**src/hdl/i2cme_defs.svh**
```systemverilog
// Register offsets, field positions, reset values and timing counts of the I2C master
`ifndef I2CME_DEFS_SVH
`define I2CME_DEFS_SVH

`define I2CME_ADDR_DIV_LO   8'hE5
`define I2CME_ADDR_DIV_HI   8'hE6
`define I2CME_ADDR_TX       8'hE7
`define I2CME_ADDR_RX       8'hE8
`define I2CME_ADDR_CMD      8'hE9
`define I2CME_ADDR_FLAG     8'hEA
`define I2CME_ADDR_IRQ_STAT 8'hEB
`define I2CME_ADDR_IRQ_MASK 8'hEC

`define I2CME_CMD_START  7
`define I2CME_CMD_STOP   6
`define I2CME_CMD_READ   5
`define I2CME_CMD_WRITE  4
`define I2CME_CMD_NACK   3
`define I2CME_CMD_FILT   0

`define I2CME_FLG_RXACK  7
`define I2CME_FLG_BUSY   6
`define I2CME_FLG_TIP    1
`define I2CME_FLG_AL     0

`define I2CME_IRQ_DONE   0
`define I2CME_IRQ_AL     1
`define I2CME_IRQ_NOACK  2

`define I2CME_RST_BYTE   8'h00
`define I2CME_FILT_LEN   3

`endif

```
**src/hdl/i2cme_pkg.sv**
```systemverilog
// Types shared by the I2C master byte engine
package i2cme_pkg;

  typedef enum logic [7:0] {
    ST_IDLE  = 8'h01,
    ST_START = 8'h02,
    ST_BIT   = 8'h04,
    ST_ACK   = 8'h08,
    ST_STOP  = 8'h10,
    ST_DONE  = 8'h20,
    ST_SPARE = 8'h40,
    ST_LOST  = 8'h80
  } i2cme_state_t;

  typedef struct packed {
    logic       start;
    logic       stop;
    logic       rd;
    logic       wr;
  } i2cme_cmd_t;

  typedef struct packed {
    logic       scl;
    logic       sda;
  } i2cme_line_t;

endpackage

```
**src/hdl/i2cme_sync.sv**
```systemverilog
// Two-stage synchroniser with optional filter for the bus lines that needs all three history samples to agree
`timescale 1ns/10ps
`include "i2cme_defs.svh"

module i2cme_sync (
  input  wire logic                i_clk,   // System clock
  input  wire logic                i_rst,   // Synchronous reset
  input  wire logic                i_filt,  // Noise filter enable
  input  wire i2cme_pkg::i2cme_line_t i_pin, // Raw bus levels
  output      i2cme_pkg::i2cme_line_t o_lvl  // Clean bus levels
);

  typedef struct packed {
    i2cme_pkg::i2cme_line_t                  s1;
    i2cme_pkg::i2cme_line_t                  s2;
    logic [`I2CME_FILT_LEN-1:0]              hs;
    logic [`I2CME_FILT_LEN-1:0]              hd;
    i2cme_pkg::i2cme_line_t                  lvl;
  } i2cme_sync_t;

  i2cme_sync_t r_q;
  i2cme_sync_t r_d;

  always_comb begin
    r_d    = r_q;
    r_d.s1 = i_pin;
    r_d.s2 = r_q.s1;
    r_d.hs = {r_q.hs[`I2CME_FILT_LEN-2:0], r_q.s2.scl};
    r_d.hd = {r_q.hd[`I2CME_FILT_LEN-2:0], r_q.s2.sda};
    if (!i_filt) begin
      r_d.lvl = r_q.s2;
    end else begin
      // Level changes only once the history agrees
      if (&r_q.hs) r_d.lvl.scl = 1'b1;
      else if (~|r_q.hs) r_d.lvl.scl = 1'b0;
      if (&r_q.hd) r_d.lvl.sda = 1'b1;
      else if (~|r_q.hd) r_d.lvl.sda = 1'b0;
    end
  end

  always_ff @(posedge i_clk) begin
    if (i_rst) begin
      r_q <= '{s1: 2'b11, s2: 2'b11, hs: '1, hd: '1, lvl: 2'b11};
    end else begin
      r_q <= r_d;
    end
  end

  assign o_lvl = r_q.lvl;

endmodule

```
**src/hdl/i2cme_clkgen.sv**
```systemverilog
// Quarter-period tick generator driven by the prescaler
`timescale 1ns/10ps

module i2cme_clkgen (
  input  wire logic        i_clk,   // System clock
  input  wire logic        i_rst,   // Synchronous reset
  input  wire logic        i_run,   // Count while high, hold cleared otherwise
  input  wire logic [15:0] i_div,   // Prescaler value
  output      logic        o_tick   // One-cycle pulse every div+1 clocks
);

  typedef struct packed {
    logic [15:0] cnt;
    logic        tick;
  } i2cme_cg_t;

  i2cme_cg_t r_q;
  i2cme_cg_t r_d;

  always_comb begin
    r_d      = r_q;
    r_d.tick = 1'b0;
    if (!i_run) begin
      r_d.cnt = 16'h0000;
    end else if (r_q.cnt >= i_div) begin
      // Quarter SCL period is div+1 clocks
      r_d.cnt  = 16'h0000;
      r_d.tick = 1'b1;
    end else begin
      r_d.cnt = r_q.cnt + 16'h0001;
    end
  end

  always_ff @(posedge i_clk) begin
    if (i_rst) begin
      r_q <= '0;
    end else begin
      r_q <= r_d;
    end
  end

  assign o_tick = r_q.tick;

endmodule

```
**src/hdl/i2cme_top.sv**
```systemverilog
// Register-driven I2C master byte engine
`timescale 1ns/10ps
`include "i2cme_defs.svh"

// Operation
// A 16-bit prescaler lives in two byte registers, low byte at the lower address, both reset to zero.
// An 8-bit transmit register holds the byte the next write command shifts out.
// The byte captured during a read command lands in a readable 8-bit receive register.
// Command bit 7 makes a start or repeated start and then clears itself.
// Command bit 6 makes a stop condition and then clears itself.
// Command bit 5 reads one byte from the slave and then clears itself.
// Command bit 4 shifts the transmit byte out and then clears itself.
// Command bit 3 picks the master acknowledge after a read, zero for ACK and one for NACK.
// The start, stop, read, write and acknowledge command bits always read as zero.
// Status bit 7 shows the slave acknowledge, zero received and one not received.
// Status bit 6 rises on a start seen on the bus and falls on a stop seen on the bus.
// Status bit 1 is high while a byte transfer runs and drops when it completes.
// Status bit 0 is set when arbitration is lost to another master.
// A stop seen on the bus that this master did not request counts as arbitration loss; the code ignores such a stop while idle.
// Releasing SDA high while it reads back low counts as arbitration loss; the code checks this only on the data bits of a write.
// The SCL period is four times the prescaler plus one system clocks.
module i2cme_top (
  input  wire logic       i_clk,      // 40 MHz system clock
  input  wire logic       i_rst,      // Synchronous reset, active high
  input  wire logic [7:0] i_addr,     // Register address
  input  wire logic [7:0] i_wdata,    // Write data
  input  wire logic       i_wr,       // Write strobe
  input  wire logic       i_rd,       // Read strobe
  output      logic [7:0] o_rdata,    // Read data, cycle after strobe
  output      logic       o_irq,      // Level interrupt
  input  wire logic       i_scl,      // SCL pin level
  output      logic       o_scl,      // SCL output value, always 0
  output      logic       o_scl_oe,   // SCL drive low while high
  input  wire logic       i_sda,      // SDA pin level
  output      logic       o_sda,      // SDA output value, always 0
  output      logic       o_sda_oe    // SDA drive low while high
);

  typedef struct packed {
    logic [15:0]            div;
    logic [7:0]             tx;
    logic [7:0]             rx;
    i2cme_pkg::i2cme_cmd_t  cmd;
    logic                   nack;
    logic                   filt;
    logic                   rxack;
    logic                   busy;
    logic                   tip;
    logic                   al;
    logic [2:0]             ist;
    logic [2:0]             imsk;
    i2cme_pkg::i2cme_state_t st;
    logic [1:0]             ph;
    logic [2:0]             bitn;
    logic [7:0]             sh;
    logic                   is_rd;
    logic                   own_stop;
    logic                   prv_scl;
    logic                   prv_sda;
    logic                   scl_low;
    logic                   sda_low;
    logic [7:0]             rdata;
    logic                   irq;
  } i2cme_top_t;

  i2cme_top_t r_q;
  i2cme_top_t r_d;

  i2cme_pkg::i2cme_line_t pin;
  i2cme_pkg::i2cme_line_t lvl;
  logic                   tick;
  logic                   run;

  assign pin = '{scl: i_scl, sda: i_sda};
  // Divider restarts with each command so the first quarter is full length
  assign run = (r_q.st != i2cme_pkg::ST_IDLE) && (r_q.st != i2cme_pkg::ST_DONE);

  // Pins are asynchronous; three or more flops stand before any logic reads them
  i2cme_sync u_sync (
    .i_clk  (i_clk),
    .i_rst  (i_rst),
    .i_filt (r_q.filt),
    .i_pin  (pin),
    .o_lvl  (lvl)
  );

  i2cme_clkgen u_clkgen (
    .i_clk  (i_clk),
    .i_rst  (i_rst),
    .i_run  (run),
    .i_div  (r_q.div),
    .o_tick (tick)
  );

  ////////////////////////////////////////////////////////////////////////////////
  // Address decode

  logic hit_div_lo;
  logic hit_div_hi;
  logic hit_tx;
  logic hit_rx;
  logic hit_cmd;
  logic hit_flag;
  logic hit_ist;
  logic hit_imsk;

  always_comb begin
    hit_div_lo = 1'b0;
    hit_div_hi = 1'b0;
    hit_tx     = 1'b0;
    hit_rx     = 1'b0;
    hit_cmd    = 1'b0;
    hit_flag   = 1'b0;
    hit_ist    = 1'b0;
    hit_imsk   = 1'b0;
    if (i_addr == `I2CME_ADDR_DIV_LO) hit_div_lo = 1'b1;
    else if (i_addr == `I2CME_ADDR_DIV_HI) hit_div_hi = 1'b1;
    else if (i_addr == `I2CME_ADDR_TX) hit_tx = 1'b1;
    else if (i_addr == `I2CME_ADDR_RX) hit_rx = 1'b1;
    else if (i_addr == `I2CME_ADDR_CMD) hit_cmd = 1'b1;
    else if (i_addr == `I2CME_ADDR_FLAG) hit_flag = 1'b1;
    else if (i_addr == `I2CME_ADDR_IRQ_STAT) hit_ist = 1'b1;
    else if (i_addr == `I2CME_ADDR_IRQ_MASK) hit_imsk = 1'b1;
  end

  ////////////////////////////////////////////////////////////////////////////////
  // Bus monitor on the synchronised levels

  logic start_seen;
  logic stop_seen;

  always_comb begin
    start_seen = r_q.prv_scl && lvl.scl && r_q.prv_sda && !lvl.sda;
    stop_seen  = r_q.prv_scl && lvl.scl && !r_q.prv_sda && lvl.sda;
  end

  ////////////////////////////////////////////////////////////////////////////////
  // Register access and byte engine

  logic       lost;
  logic       done_ev;
  logic       noack_ev;
  logic [7:0] flag_val;

  always_comb begin
    // Spare flag bits read as zero
    flag_val   = 8'h00;
    flag_val[`I2CME_FLG_RXACK] = r_q.rxack;
    flag_val[`I2CME_FLG_BUSY]  = r_q.busy;
    flag_val[`I2CME_FLG_TIP]   = r_q.tip;
    flag_val[`I2CME_FLG_AL]    = r_q.al;
  end

  always_comb begin
    r_d         = r_q;
    lost        = 1'b0;
    done_ev     = 1'b0;
    noack_ev    = 1'b0;
    r_d.prv_scl = lvl.scl;
    r_d.prv_sda = lvl.sda;
    r_d.rdata   = 8'h00;

    // Bus busy follows what is seen on the wires
    if (start_seen) r_d.busy = 1'b1;
    else if (stop_seen) r_d.busy = 1'b0;

    // Byte engine, each tick is a quarter SCL period
    case (r_q.st)
      i2cme_pkg::ST_IDLE: begin
        if (r_q.cmd.start) begin
          r_d.st  = i2cme_pkg::ST_START;
          r_d.ph  = 2'd0;
          r_d.tip = 1'b1;
        end else if (r_q.cmd.wr || r_q.cmd.rd) begin
          r_d.st    = i2cme_pkg::ST_BIT;
          r_d.ph    = 2'd0;
          r_d.bitn  = 3'd7;
          r_d.is_rd = r_q.cmd.rd;
          r_d.sh    = r_q.cmd.rd ? 8'hFF : r_q.tx;
          r_d.tip   = 1'b1;
        end else if (r_q.cmd.stop) begin
          r_d.st       = i2cme_pkg::ST_STOP;
          r_d.ph       = 2'd0;
          r_d.tip      = 1'b1;
          r_d.own_stop = 1'b1;
        end
      end
      i2cme_pkg::ST_START: if (tick) begin
        // Release both, then pull SDA while SCL high, then SCL low
        case (r_q.ph)
          2'd0: begin
            r_d.sda_low = 1'b0;
            r_d.scl_low = 1'b0;
          end
          2'd1: r_d.sda_low = 1'b0;
          2'd2: r_d.sda_low = 1'b1;
          default: r_d.scl_low = 1'b1;
        endcase
        r_d.ph = r_q.ph + 2'd1;
        if (r_q.ph == 2'd3) begin
          r_d.cmd.start = 1'b0;
          if (r_q.cmd.wr || r_q.cmd.rd) begin
            r_d.st    = i2cme_pkg::ST_BIT;
            r_d.bitn  = 3'd7;
            r_d.is_rd = r_q.cmd.rd;
            r_d.sh    = r_q.cmd.rd ? 8'hFF : r_q.tx;
          end else begin
            r_d.st = i2cme_pkg::ST_DONE;
          end
        end
      end
      i2cme_pkg::ST_BIT: if (tick) begin
        case (r_q.ph)
          2'd0: r_d.sda_low = !r_q.sh[7];
          2'd1: r_d.scl_low = 1'b0;
          2'd2: begin
            if (!r_q.sh[7] || lvl.sda) r_d.sh = {r_q.sh[6:0], lvl.sda};
            else r_d.sh = {r_q.sh[6:0], 1'b0};
            // Released high but read back low: another master owns the line
            if (!r_q.is_rd && r_q.sh[7] && !lvl.sda) lost = 1'b1;
          end
          default: r_d.scl_low = 1'b1;
        endcase
        r_d.ph = r_q.ph + 2'd1;
        if (r_q.ph == 2'd3) begin
          if (r_q.bitn == 3'd0) begin
            r_d.st = i2cme_pkg::ST_ACK;
          end else begin
            r_d.bitn = r_q.bitn - 3'd1;
          end
        end
      end
      i2cme_pkg::ST_ACK: if (tick) begin
        case (r_q.ph)
          2'd0: r_d.sda_low = r_q.is_rd && !r_q.nack;
          2'd1: r_d.scl_low = 1'b0;
          // On writes SDA stays released for the slave's answer
          2'd2: if (!r_q.is_rd) r_d.rxack = lvl.sda;
          default: r_d.scl_low = 1'b1;
        endcase
        r_d.ph = r_q.ph + 2'd1;
        if (r_q.ph == 2'd3) begin
          if (r_q.is_rd) r_d.rx = r_q.sh;
          else noack_ev = r_q.rxack;
          r_d.cmd.rd = 1'b0;
          r_d.cmd.wr = 1'b0;
          r_d.st     = r_q.cmd.stop ? i2cme_pkg::ST_STOP : i2cme_pkg::ST_DONE;
          r_d.own_stop = r_q.cmd.stop;
        end
      end
      i2cme_pkg::ST_STOP: if (tick) begin
        // SDA low under low SCL, then SCL up, then SDA up for the stop
        case (r_q.ph)
          2'd0: r_d.sda_low = 1'b1;
          2'd1: r_d.scl_low = 1'b0;
          2'd2: r_d.sda_low = 1'b0;
          default: r_d.cmd.stop = 1'b0;
        endcase
        r_d.ph = r_q.ph + 2'd1;
        if (r_q.ph == 2'd3) r_d.st = i2cme_pkg::ST_DONE;
      end
      // One pass here drops tip and pulses the done event
      i2cme_pkg::ST_DONE: begin
        r_d.tip      = 1'b0;
        r_d.own_stop = 1'b0;
        done_ev      = 1'b1;
        r_d.st       = i2cme_pkg::ST_IDLE;
      end
      default: r_d.st = i2cme_pkg::ST_IDLE;
    endcase

    // Stop on the wires that this master did not ask for
    // Idle is excluded: other masters may end their own frames freely
    if (stop_seen && !r_q.own_stop && r_q.st != i2cme_pkg::ST_STOP &&
        r_q.st != i2cme_pkg::ST_IDLE) lost = 1'b1;
    if (lost) begin
      r_d.al      = 1'b1;
      r_d.st      = i2cme_pkg::ST_DONE;
      r_d.sda_low = 1'b0;
      r_d.scl_low = 1'b0;
      r_d.cmd     = '0;
    end

    // Software writes; hardware clears above lose against a fresh command
    // Command bits accumulate, so a start or stop written during a byte waits its turn; a read or write is cleared with that byte
    if (i_wr) begin
      if (hit_div_lo) r_d.div[7:0] = i_wdata;
      else if (hit_div_hi) r_d.div[15:8] = i_wdata;
      else if (hit_tx) r_d.tx = i_wdata;
      else if (hit_rx) r_d.rx = i_wdata;
      else if (hit_cmd) begin
        r_d.cmd.start = r_d.cmd.start | i_wdata[`I2CME_CMD_START];
        r_d.cmd.stop  = r_d.cmd.stop  | i_wdata[`I2CME_CMD_STOP];
        r_d.cmd.rd    = r_d.cmd.rd    | i_wdata[`I2CME_CMD_READ];
        r_d.cmd.wr    = r_d.cmd.wr    | i_wdata[`I2CME_CMD_WRITE];
        r_d.nack      = i_wdata[`I2CME_CMD_NACK];
        r_d.filt      = i_wdata[`I2CME_CMD_FILT];
        if (i_wdata[`I2CME_CMD_START] | i_wdata[`I2CME_CMD_READ] |
            i_wdata[`I2CME_CMD_WRITE]) r_d.al = 1'b0;
      end
      else if (hit_ist) r_d.ist = r_q.ist & ~i_wdata[2:0];
      else if (hit_imsk) r_d.imsk = i_wdata[2:0];
    end
    // Events set after the clear so a simultaneous event survives
    if (done_ev) r_d.ist[`I2CME_IRQ_DONE] = 1'b1;
    if (lost) r_d.ist[`I2CME_IRQ_AL] = 1'b1;
    if (noack_ev) r_d.ist[`I2CME_IRQ_NOACK] = 1'b1;
    r_d.irq = |(r_d.ist & r_d.imsk);

    if (i_rd) begin
      if (hit_div_lo) r_d.rdata = r_q.div[7:0];
      else if (hit_div_hi) r_d.rdata = r_q.div[15:8];
      else if (hit_tx) r_d.rdata = r_q.tx;
      else if (hit_rx) r_d.rdata = r_q.rx;
      else if (hit_cmd) r_d.rdata = {7'h00, r_q.filt};
      else if (hit_flag) r_d.rdata = flag_val;
      else if (hit_ist) r_d.rdata = {5'h00, r_q.ist};
      else if (hit_imsk) r_d.rdata = {5'h00, r_q.imsk};
      else r_d.rdata = 8'h00;
    end
  end

  ////////////////////////////////////////////////////////////////////////////////
  // State register

  always_ff @(posedge i_clk) begin
    if (i_rst) begin
      r_q         <= '0;
      r_q.st      <= i2cme_pkg::ST_IDLE;
      // Idle bus levels so no edge is seen just after reset
      r_q.prv_scl <= 1'b1;
      r_q.prv_sda <= 1'b1;
    end else begin
      r_q <= r_d;
    end
  end

  assign o_rdata  = r_q.rdata;
  assign o_irq    = r_q.irq;
  assign o_scl    = 1'b0;
  assign o_sda    = 1'b0;
  assign o_scl_oe = r_q.scl_low;
  assign o_sda_oe = r_q.sda_low;

endmodule

```
**config.mk**
```make
export PLATFORM = sky130hd
export DESIGN_NAME = i2cme_top
export DESIGN_NICKNAME = d
export VERILOG_FILES = /design/src/hdl/i2cme_pkg.sv /design/src/hdl/i2cme_sync.sv /design/src/hdl/i2cme_clkgen.sv /design/src/hdl/i2cme_top.sv
export VERILOG_INCLUDE_DIRS = /design/src /design/src/hdl
export SDC_FILE = /design/constraint.sdc
export NUM_CORES = 1
export LEC_CHECK = 0
export BUFFER_PORTS_ARGS = -buffer_cell sky130_fd_sc_hd__buf_2
export CAP_MARGIN = 20
export CELL_PAD_IN_SITES_DETAIL_PLACEMENT = 0
export CELL_PAD_IN_SITES_GLOBAL_PLACEMENT = 2
export CORE_MARGIN = 5
export CORE_UTILIZATION = 35
export CTS_CLUSTER_DIAMETER = 100
export CTS_CLUSTER_SIZE = 25
export DETAILED_ROUTE_END_ITERATION = 16
export HOLD_SLACK_MARGIN = 0.06
export PLACE_DENSITY_LB_ADDON = 0.2
export SYNTH_ARGS = -nofsm -noshare
export SYNTH_HDL_FRONTEND = slang
export SYNTH_SLANG_ARGS = --single-unit
export TNS_END_PERCENT = 100
```
**constraint.sdc**
```tcl
create_clock -name i_clk -period 4.1 [get_ports i_clk]
set_input_delay 0.205 -clock i_clk [delete_from_list [all_inputs] [get_ports i_clk]]
set_output_delay 0.205 -clock i_clk [all_outputs]
set_load 0.005 [all_outputs]
```
==> flow_metrics.tcl, run 1 <==
set metrics [dict create \
    status "completed" \
    cp.required_ns 4.37 \
    vias 4628 \
    avgSynthCellArea_um2 8.605 \
    peakVddDrop_v 0.0001910 \
    power.share.switching 0.2574 \
    worstSetupPathType "reg -> reg" \
    fin_nets 718 \
    ys_seq_area_frac 0.3872 \
    grt.total_usage 0.1580 \
    finalMaxSlewViolations 0 \
    hpwl_um 11220 \
    insertion_delay_ns 0.35 \
    synth.distinct_cells 71 \
    drive_gt1_frac 0.1211 \
    avgRoutedWirePerCell_um 16.89 \
    die_x_um 138.1 \
    antenna_found_initial 0 \
    ios 35 \
    cpMaxStageDelayCell "a2111oi_2" \
    grt_pass1_vias 4487 \
    ys_ff_latch 111 \
    antennaDiodeCount 0 \
    p_int_uw 1753 \
    cpPeakStageDelay_ns 0.63 \
    p_comb_frac 0.124 \
    leakage_uw 0.002403 \
    htree_levels 3 \
    p_switching_uw 607.6 \
    area_growth_pct 9.113 \
    routed.top_layer "met4" \
    cp.arrival_ns 2.84 \
    clock_skew_ns 0.007107 \
    start_util 0.3587 \
    drt-vias-per-instance 5.183 \
    dr.pass1.iters 4 \
    hold_path.class "in -> reg" \
    rsz0062_at_grt "no" \
    design_area_um2 6262 \
    dieArea_um2 19060 \
    numClockSinks 111 \
    start_kind "flip-flop" \
    drv_cap 0 \
    path_cells "inv_1 > ha_1 > nand2b_1 > a211oi_1 > o21ai_0 > a2111oi_2 > o211ai_2 > a21oi_1" \
    dr_wl_met3_um 808 \
    setup_tns_ns 0 \
    num_rows 46 \
    cts_buffers 9 \
    ys_warn_count 0 \
    met2_length_um 6215 \
    antenna_left 0 \
    fin_crit_sh 0.6252 \
    wl_um 15080 \
    tightest_slew_ns 0.7617 \
    ys.flop_type "dfxtp_1" \
    core_area_um2 16000 \
    timing.slew.headroom 0.4922 \
    post-route-min-period_ns 2.563 \
    dp_cells 876 \
    power_frac_seq 0.486 \
    path_clk_slew_ns 0.07 \
    root_buffer "clkbuf_16" \
    grt_overflow 0 \
    synthTopCellsByCount "dfxtp_1 (111), nor2_1 (105), nand2_1 (57), mux2i_1 (51), o21ai_0 (42)" \
    drtIter0Drc 293 \
    ys_async_sr_fraction 0 \
    pwr-share-clk 0.390 \
    synth_top_area_cell "dfxtp_1" \
    place_congestion 0.8129 \
    dpl_cell_area_um2 5937 \
    end_kind "flip-flop" \
    netlist_top_cells_area "dfxtp_1 (39%), mux2i_1 (8.9%), nor2_1 (6.9%)" \
    syn_inst 667 \
    synth_top_area_frac 0.3872 \
    max_freq_mhz 390.1 \
    m1WireLength_um 7779 \
    grt_first_pass_wirelength_um 24500 \
    critPathBufInv 1 \
    port_buffers 32 \
    remaining_drc_errors 0 \
    synth_edf_count 0 \
    hold_violations 0 \
    power.density_nw_per_um2 376.9 \
    cpLargestDelayFamily "compound AO/OA/AOI/OAI gates" \
    timing.hold.ws_ns 0.1763 \
    final-setup-viol-count 0 \
    die_y_um 138.1 \
    final_cells 893 \
    syn-cell-area_um2 5739 \
    clk_path_buf_depth 2 \
    worstPathMaxFanout 16 \
    synth.most_common_cell "dfxtp_1" \
    grt_max_degree 72 \
    cts_tree "yes" \
]
-- layer usage --
layer  GRT usage  vias up
li1            -     2333
met1      0.2296     2176
met2      0.2284      100
met3     0.03724       19
met4     0.05512        0
met5           0        -
-- area by class of cell --
| cell class | instances | area [µm²] |
|---|---|---|
| clock buffers | 12 | 236.5 |
| clock inverters | 3 | 68.82 |
| fillers | 1685 | 9738 |
| inverters | 30 | 112.6 |
| multi-input cells | 485 | 3157 |
| flip-flops and latches | 111 | 2222 |
| well taps | 216 | 270.3 |
| repair buffers | 36 | 195.2 |
-- worst register-to-register path: cells and delay by family (launching register included) --
| family | cells | cell delay, ns |
|---|---|---|
| compound gates | 5 | 1.64 |
| fa+ha+maj | 1 | 0.26 |
| buf+inv | 1 | 0.06 |
| flops | 1 | 0.38 |
| simple gates | 1 | 0.15 |
-- cells in the final DEF (no fill, tap or decap), types with 10 or more instances in the layout --
cell	Yosys	routed
a21oi_1	30	30
buf_2	4	32
dfxtp_1	111	111
ha_1	23	23
inv_1	30	30
mux2i_1	51	51
nand2_1	57	57
nand3_1	22	22
nand4_1	12	12
nor2_1	105	105
o21ai_0	42	42
or2_2	12	12
xor2_1	10	10
-- worst paths after layout --
kind,start,end,slack [ns],depth (start not counted)
setup / recovery,u_clkgen.r_q[1]$_SDFF_PP0_,u_clkgen.r_q[16]$_SDFF_PP0_,1.54,8
hold / removal,i_wdata[3],r_q[79]$_SDFFE_PP0P_,0.18,3
setup reg to reg,u_clkgen.r_q[1]$_SDFF_PP0_,u_clkgen.r_q[16]$_SDFF_PP0_,1.54,8
hold reg to reg,u_sync.r_d[9]$_SDFF_PP1_,u_sync.r_d[5]$_SDFF_PP1_,0.41,1
-- cells by family (layout without fill, tap and decap cells) --
logic type / count (synthesis) / in the layout / share of synthesized area
buffers and inverters: 72 / 81 / 0.06344
muxes: 51 / 51 / 0.08895
DFF: 111 / 111 / 0.3872
AOI/OAI and AO/OA: 130 / 130 / 0.1509
xor gates and xnor gates: 16 / 16 / 0.02572
and+or+nand+nor: 263 / 263 / 0.2331
other: 1 / 2 / 0.0006534
adders and majority gates: 23 / 23 / 0.05014
-- registers in the layout, indices dropped and copies added (netlist names) --
register / flops
r_q: 67
u_clkgen.r_q: 16
o_rdata: 8
u_sync.r_d: 8
flag_val: 4
u_sync.o_lvl: 2
u_sync.r_q: 2
o_irq: 1
o_scl_oe: 1
o_sda_oe: 1
u_clkgen.o_tick: 1
-- power by group through the flow --
| stage | Sequential [µW] | Combinational, µW | Clock (µW) |
|---|---|---|---|
| finish | 1150 | 292 | 921 |
| global route | 1150 | 324 | 987 |
| CTS | 1150 | 291 | 951 |
| detailed placement | 1170 | 289 | 0 |
| global placement | 1170 | 288 | 0 |
| floorplan | 1150 | 233 | 0 |
-- repair_timing --
item / 4_1_cts / 5_1_grt
endpoints found under the hold margin: 2 / 0
buffers inserted: 0 / 0
endpoints found under the setup margin: 0 / 0
hold buffers: 2 / 0
gates resized for setup: 0 / 0
-- stage by stage --
stage | setup slack (ns) | utilization | power (µW)
2_1_floorplan | 2.063 | - | 1378
3_3_place_gp | 1.582 | 0.3711 | 1458
3_5_place_dp | 1.514 | 0.3711 | 1460
4_1_cts | 1.498 | 0.3914 | 2387
5_1_grt | 1.332 | 0.3914 | 2459
6_report | 1.537 | 0.3914 | 2360
No activity file was read; power rests on OpenSTA's default activity.
==> inputs of run 2 (changes only) <==
clock period = 2.5 ns   (was 4.1 ns; I/O delays follow)
==> run 2 against run 1 <==
Against the previous run: combinational power grew 68%; core utilization grew 0.84 points; global-route usage grew 0.14 points; clock power grew 72%; non-clock buffer count grew 13; critical endpoint unchanged.
==> flow_metrics.tcl, run 2 (synthesis gave the netlist of run 1 again) <==
set metrics [dict create \
    status "completed" \
    rsz0062_at_grt "no" \
    grt_max_degree 72 \
    timing.slew.headroom 0.5126 \
    r2r_start "u_clkgen.r_q[1]$_SDFF_PP0_" \
    power.density_nw_per_um2 618.0 \
    largest_register_ffs 67 \
    drv_cap 0 \
    drtIter0Drc 289 \
    postCtsSetupRepairBufs 0 \
    cp-startpoint "u_clkgen.r_q[1]$_SDFF_PP0_" \
    insertion_delay_ns 0.36 \
    drt-vias-per-instance 5.081 \
    max_freq_mhz 435.8 \
    place_congestion 0.8185 \
    finalMaxSlewViolations 0 \
    grt_pass1_vias 4602 \
    cpPeakStageDelay_ns 0.45 \
    reg_top3 "r_q (67), u_clkgen.r_q (16)" \
    layout.cells.most_common_list "dfxtp_1 (111), nor2_1 (105), nand2_1 (57)" \
    drive_gt1_frac 0.1406 \
    htree_levels 3 \
    m1WireLength_um 7910 \
    clk_path_buf_depth 2 \
    final-setup-viol-count 0 \
    grt_first_pass_wirelength_um 24730 \
    root_buffer "clkbuf_16" \
    cp.required_ns 2.78 \
    cts_buffers 9 \
    worstSetupPathType "reg -> reg" \
    cp.arrival_ns 2.58 \
    dr_wl_met3_um 453 \
    final_common_cell "dfxtp_1" \
    regMostFlops "r_q" \
    numClockSinks 111 \
    dp_cells 889 \
    start_util 0.3587 \
    leakage_uw 0.002481 \
    dieArea_um2 19060 \
    routed.top_layer "met4" \
    die_y_um 138.1 \
    setup_tns_ns 0 \
    place_worst_setup_slack_ns 0.1778 \
    peakVddDrop_v 0.0003214 \
    tightest_slew_ns 0.7289 \
    avgRoutedWirePerCell_um 17.05 \
    met2_length_um 6855 \
    hold_violations 0 \
    wl_um 15450 \
    die_x_um 138.1 \
    min_from "i_wdata[6]" \
    hold_path.class "in -> reg" \
    path_cells "inv_1 > ha_1 > nand2b_1 > a211oi_1 > o21ai_0 > a2111oi_2 > o211ai_2 > a21oi_1" \
    fin_crit_sh 0.9179 \
    grt_overflow 0 \
    cts_tree "yes" \
    antenna_left 0 \
    start_kind "flip-flop" \
    post-route-min-period_ns 2.295 \
    cpMaxStageDelayCell "a2111oi_2" \
    antenna_found_initial 0 \
    path_clk_slew_ns 0.07 \
    final_cells 906 \
    antennaDiodeCount 0 \
    vias 4603 \
    worstPathMaxFanout 16 \
    clock_skew_ns 0.007801 \
    port_buffers 32 \
    ios 35 \
    hpwl_um 11420 \
    dr.pass1.iters 5 \
    core_area_um2 16000 \
    timing.final.ws_setup_ns 0.2052 \
    grt.total_usage 0.1594 \
    remaining_drc_errors 0 \
    end_kind "flip-flop" \
    fin_nets 731 \
    num_rows 46 \
    area_growth_pct 11.45 \
]
[run 2: cell count changes in the layout (fill, tap and decap cells not counted)]
cell	delta
buf_12	+1
buf_4	+12
clkbuf_1	-2
clkbuf_8	+1
inv_6	+1
nor4b_2	-1
nor4b_4	+1
[run 2: cell type report]
| type | instances | area (µm²) |
|---|---|---|
| Sequential cell | 111 | 2222 |
| Inverter | 30 | 112.6 |
| Multi-Input combinational cell | 485 | 3166 |
| Clock buffer | 11 | 242.7 |
| Tap cell | 216 | 270.3 |
| Timing Repair Buffer | 49 | 305.3 |
| Fill cell | 1698 | 9604 |
| Clock inverter | 4 | 77.57 |
[run 2: routing by layer]
| layer | track usage | vias up |
|---|---|---|
| met2 | 0.2446 | 68 |
| li1 | - | 2347 |
| met3 | 0.02379 | 16 |
| met5 | 0 | - |
| met4 | 0.05460 | 0 |
| met1 | 0.2287 | 2172 |
[run 2: metrics by stage]
step           utilization  power (µW)  area, µm²  hold WS (ns)
4_1_cts             0.3992        3996       6387       0.08384
3_3_place_gp        0.3779        2404       6047        0.3078
6_report            0.3998        3953       6396       0.08925
2_1_floorplan            -        2260       5743        0.2288
5_1_grt             0.3998        4121       6396        0.1098
3_5_place_dp        0.3779        2404       6047        0.3125
[run 2: final timing paths]
| kind | depth (start not counted) | slack [ns] | to |
|---|---|---|---|
| worst max-delay path | 8 | 0.21 | u_clkgen.r_q[16]$_SDFF_PP0_ |
| worst min-delay path | 3 | 0.09 | r_q[50]$_SDFF_PP0_ |
| worst max register to register | 8 | 0.21 | u_clkgen.r_q[16]$_SDFF_PP0_ |
| worst min register to register | 1 | 0.42 | u_sync.r_d[2]$_SDFF_PP1_ |
[run 2: where the power goes]
group | internal (µW) | switching (µW)
combinational | 193 | 298
sequential | 1810 | 71.9
clock | 907 | 675
total | 2910 | 1040
[run 2: repair_timing]
item                                    CTS  global route
gates resized for setup                   0             1
hold endpoints to repair                  2             0
endpoints found under the setup margin    0             8
hold buffers                              2             0
[run 2: worst max-delay path: cells and delay by family (launching register included)]
kind	cells	cell delay (ns)
buf+inv	1	0.05
compound gates	5	1.40
simple gates	1	0.14
flops	1	0.36
fa+ha+maj	1	0.26
==> inputs of run 3 (changes only) <==
BUFFER_PORTS_ARGS = unset   (was -buffer_cell sky130_fd_sc_hd__buf_2)
DONT_BUFFER_PORTS = 1   (was unset)
==> run 3 against run 2 <==
Against the previous run: worst setup slack better by 0.0077 ns; total power is 2.6% lower; combinational power is 4.3% lower; via count is 1.8% higher; final area hardly changed; non-clock buffer count is 17 lower; critical path type unchanged; sequential power hardly changed; count of clock-buffer cells in the layout stayed put; clock power is 5% lower; critical endpoint is now r_q[59]$_SDFF_PP0_.
==> flow_metrics.tcl, run 3 (synthesis gave the netlist of run 1 again) <==
set metrics [dict create \
    area_growth_pct 11.47 \
    design_area_um2 6397 \
    fin_nets 714 \
    drive_gt1_frac 0.09644 \
    multi_input_area_um2 3178 \
    worstSetupPathType "reg -> reg" \
    cts_tree "yes" \
    post-route-min-period_ns 2.287 \
    cpLargestDelayFamily "simple AND/OR/NAND/NOR gates" \
    hold_path.class "in -> reg" \
    drt-vias-per-instance 5.265 \
    root_buffer "clkbuf_16" \
    final-setup-viol-count 0 \
    drv_cap 0 \
    power.share.switching 0.2668 \
    antenna_left 0 \
    hold_violations 0 \
    fillers 1702 \
    final_common_cell "dfxtp_1" \
    numClockSinks 111 \
    antennaDiodeCount 0 \
    status "completed" \
    wl_um 15670 \
    remaining_drc_errors 0 \
    register_area_um2 2222 \
    pwr-share-clk 0.390 \
    antenna_found_initial 1 \
    place_congestion 0.8248 \
    regMostFlops "r_q" \
    setup_tns_ns 0 \
    grt_max_degree 72 \
    dpl_cell_area_um2 5859 \
    hpwl_um 11220 \
    htree_levels 3 \
    rsz0062_at_grt "no" \
    worstPathMaxFanout 9 \
    timing.hold.ws_ns 0.07933 \
    cts_buffers 9 \
    leakage_uw 0.002402 \
    power_frac_seq 0.488 \
    p_switching_uw 1027 \
    critPathBufInv 0 \
    tightest_slew_ns 0.5896 \
    reg_top3 "r_q (67), u_clkgen.r_q (16)" \
    cp-startpoint "r_q[31]$_SDFFE_PP0P_" \
    cp.arrival_ns 2.49 \
    cp_common_cell "nand2_1" \
    core_area_um2 16000 \
    grt_first_pass_wirelength_um 24990 \
    die_y_um 138.1 \
    path_cells "nor4b_2 > nand2_1 > nor2_2 > nand2_1 > nand2_1 > a311oi_1" \
    p_comb_frac 0.122 \
    grt_pass1_vias 4430 \
    num_rows 46 \
    finalMaxSlewViolations 0 \
    dr.pass1.iters 5 \
    peakVddDrop_v 0.0003298 \
    fin_crit_sh 0.9149 \
    avgRoutedWirePerCell_um 17.61 \
    start_util 0.3587 \
    end_kind "flip-flop" \
    p_int_uw 2822 \
    path_clk_slew_ns 0.08 \
    fin_util 0.3998 \
    start_kind "flip-flop" \
    power.density_nw_per_um2 601.6 \
    grt_overflow 0 \
    dieArea_um2 19060 \
    cpPeakStageDelay_ns 0.59 \
    max_freq_mhz 437.2 \
    grt.total_usage 0.1629 \
    largest_register_ffs 67 \
    layout.cells.most_common_list "dfxtp_1 (111), nor2_1 (105), nand2_1 (57)" \
    timing.slew.headroom 0.6058 \
    insertion_delay_ns 0.35 \
    drtIter0Drc 294 \
    ios 35 \
    vias 4686 \
    cp.required_ns 2.71 \
    cpMaxStageDelayCell "dfxtp_1" \
    die_x_um 138.1 \
    clock_skew_ns 0.009558 \
    r2r_start "r_q[31]$_SDFFE_PP0P_" \
    min_from "i_rst" \
    port_buffers 0 \
    clk_path_buf_depth 2 \
]
run 3: per-layer routing:
metal,track usage,vias to the layer above,share of wire
met5,0,-,0.00083
met4,0.03848,2,0.0090
met3,0.04276,11,0.058
met2,0.2523,120,0.44
met1,0.2273,2234,0.49
li1,-,2319,-
run 3: power groups by stage:
stage / Clock [µW] / Combinational, µW / Sequential (µW)
after global routing: 1630 / 517 / 1890
after detailed placement: 0 / 410 / 1920
final: 1500 / 470 / 1880
after global placement: 0 / 410 / 1920
after CTS: 1570 / 470 / 1880
after floorplan: 0 / 382 / 1880
run 3: final timing paths:
kind	slack (ns)	depth (start not counted)	to
setup / recovery	0.21	6	r_q[59]$_SDFF_PP0_
hold / removal	0.08	2	r_q[13]$_SDFFE_PP0P_
setup reg to reg	0.21	6	r_q[59]$_SDFF_PP0_
hold reg to reg	0.41	1	u_sync.r_d[2]$_SDFF_PP1_
run 3: layout make-up:
class,count,share of cell area
Multi-Input combinational cell,485,0.4968
Sequential cell,111,0.3473
Timing Repair Buffer,32,0.04772
Tap cell,216,0.04225
Clock buffer,11,0.03794
Inverter,30,0.01760
Clock inverter,5,0.01037
run 3: per-stage QoR:
step / cells / total power [µW] / setup slack [ns]
after floorplan: 668 / 2260 / 0.4632
after global placement: 855 / 2330 / 0.2537
after detailed placement: 855 / 2331 / 0.08785
after CTS: 890 / 3918 / 0.06946
after global routing: 890 / 4030 / 0.001512
final: 890 / 3849 / 0.2128
run 3: repair_timing:
| action | 4_1_cts | 5_1_grt |
|---|---|---|
| hold buffers | 19 | 0 |
| setup endpoints to repair | 0 | 16 |
| buffers inserted | 0 | 0 |
| resized for setup | 0 | 2 |
| endpoints found under the hold margin | 78 | 0 |
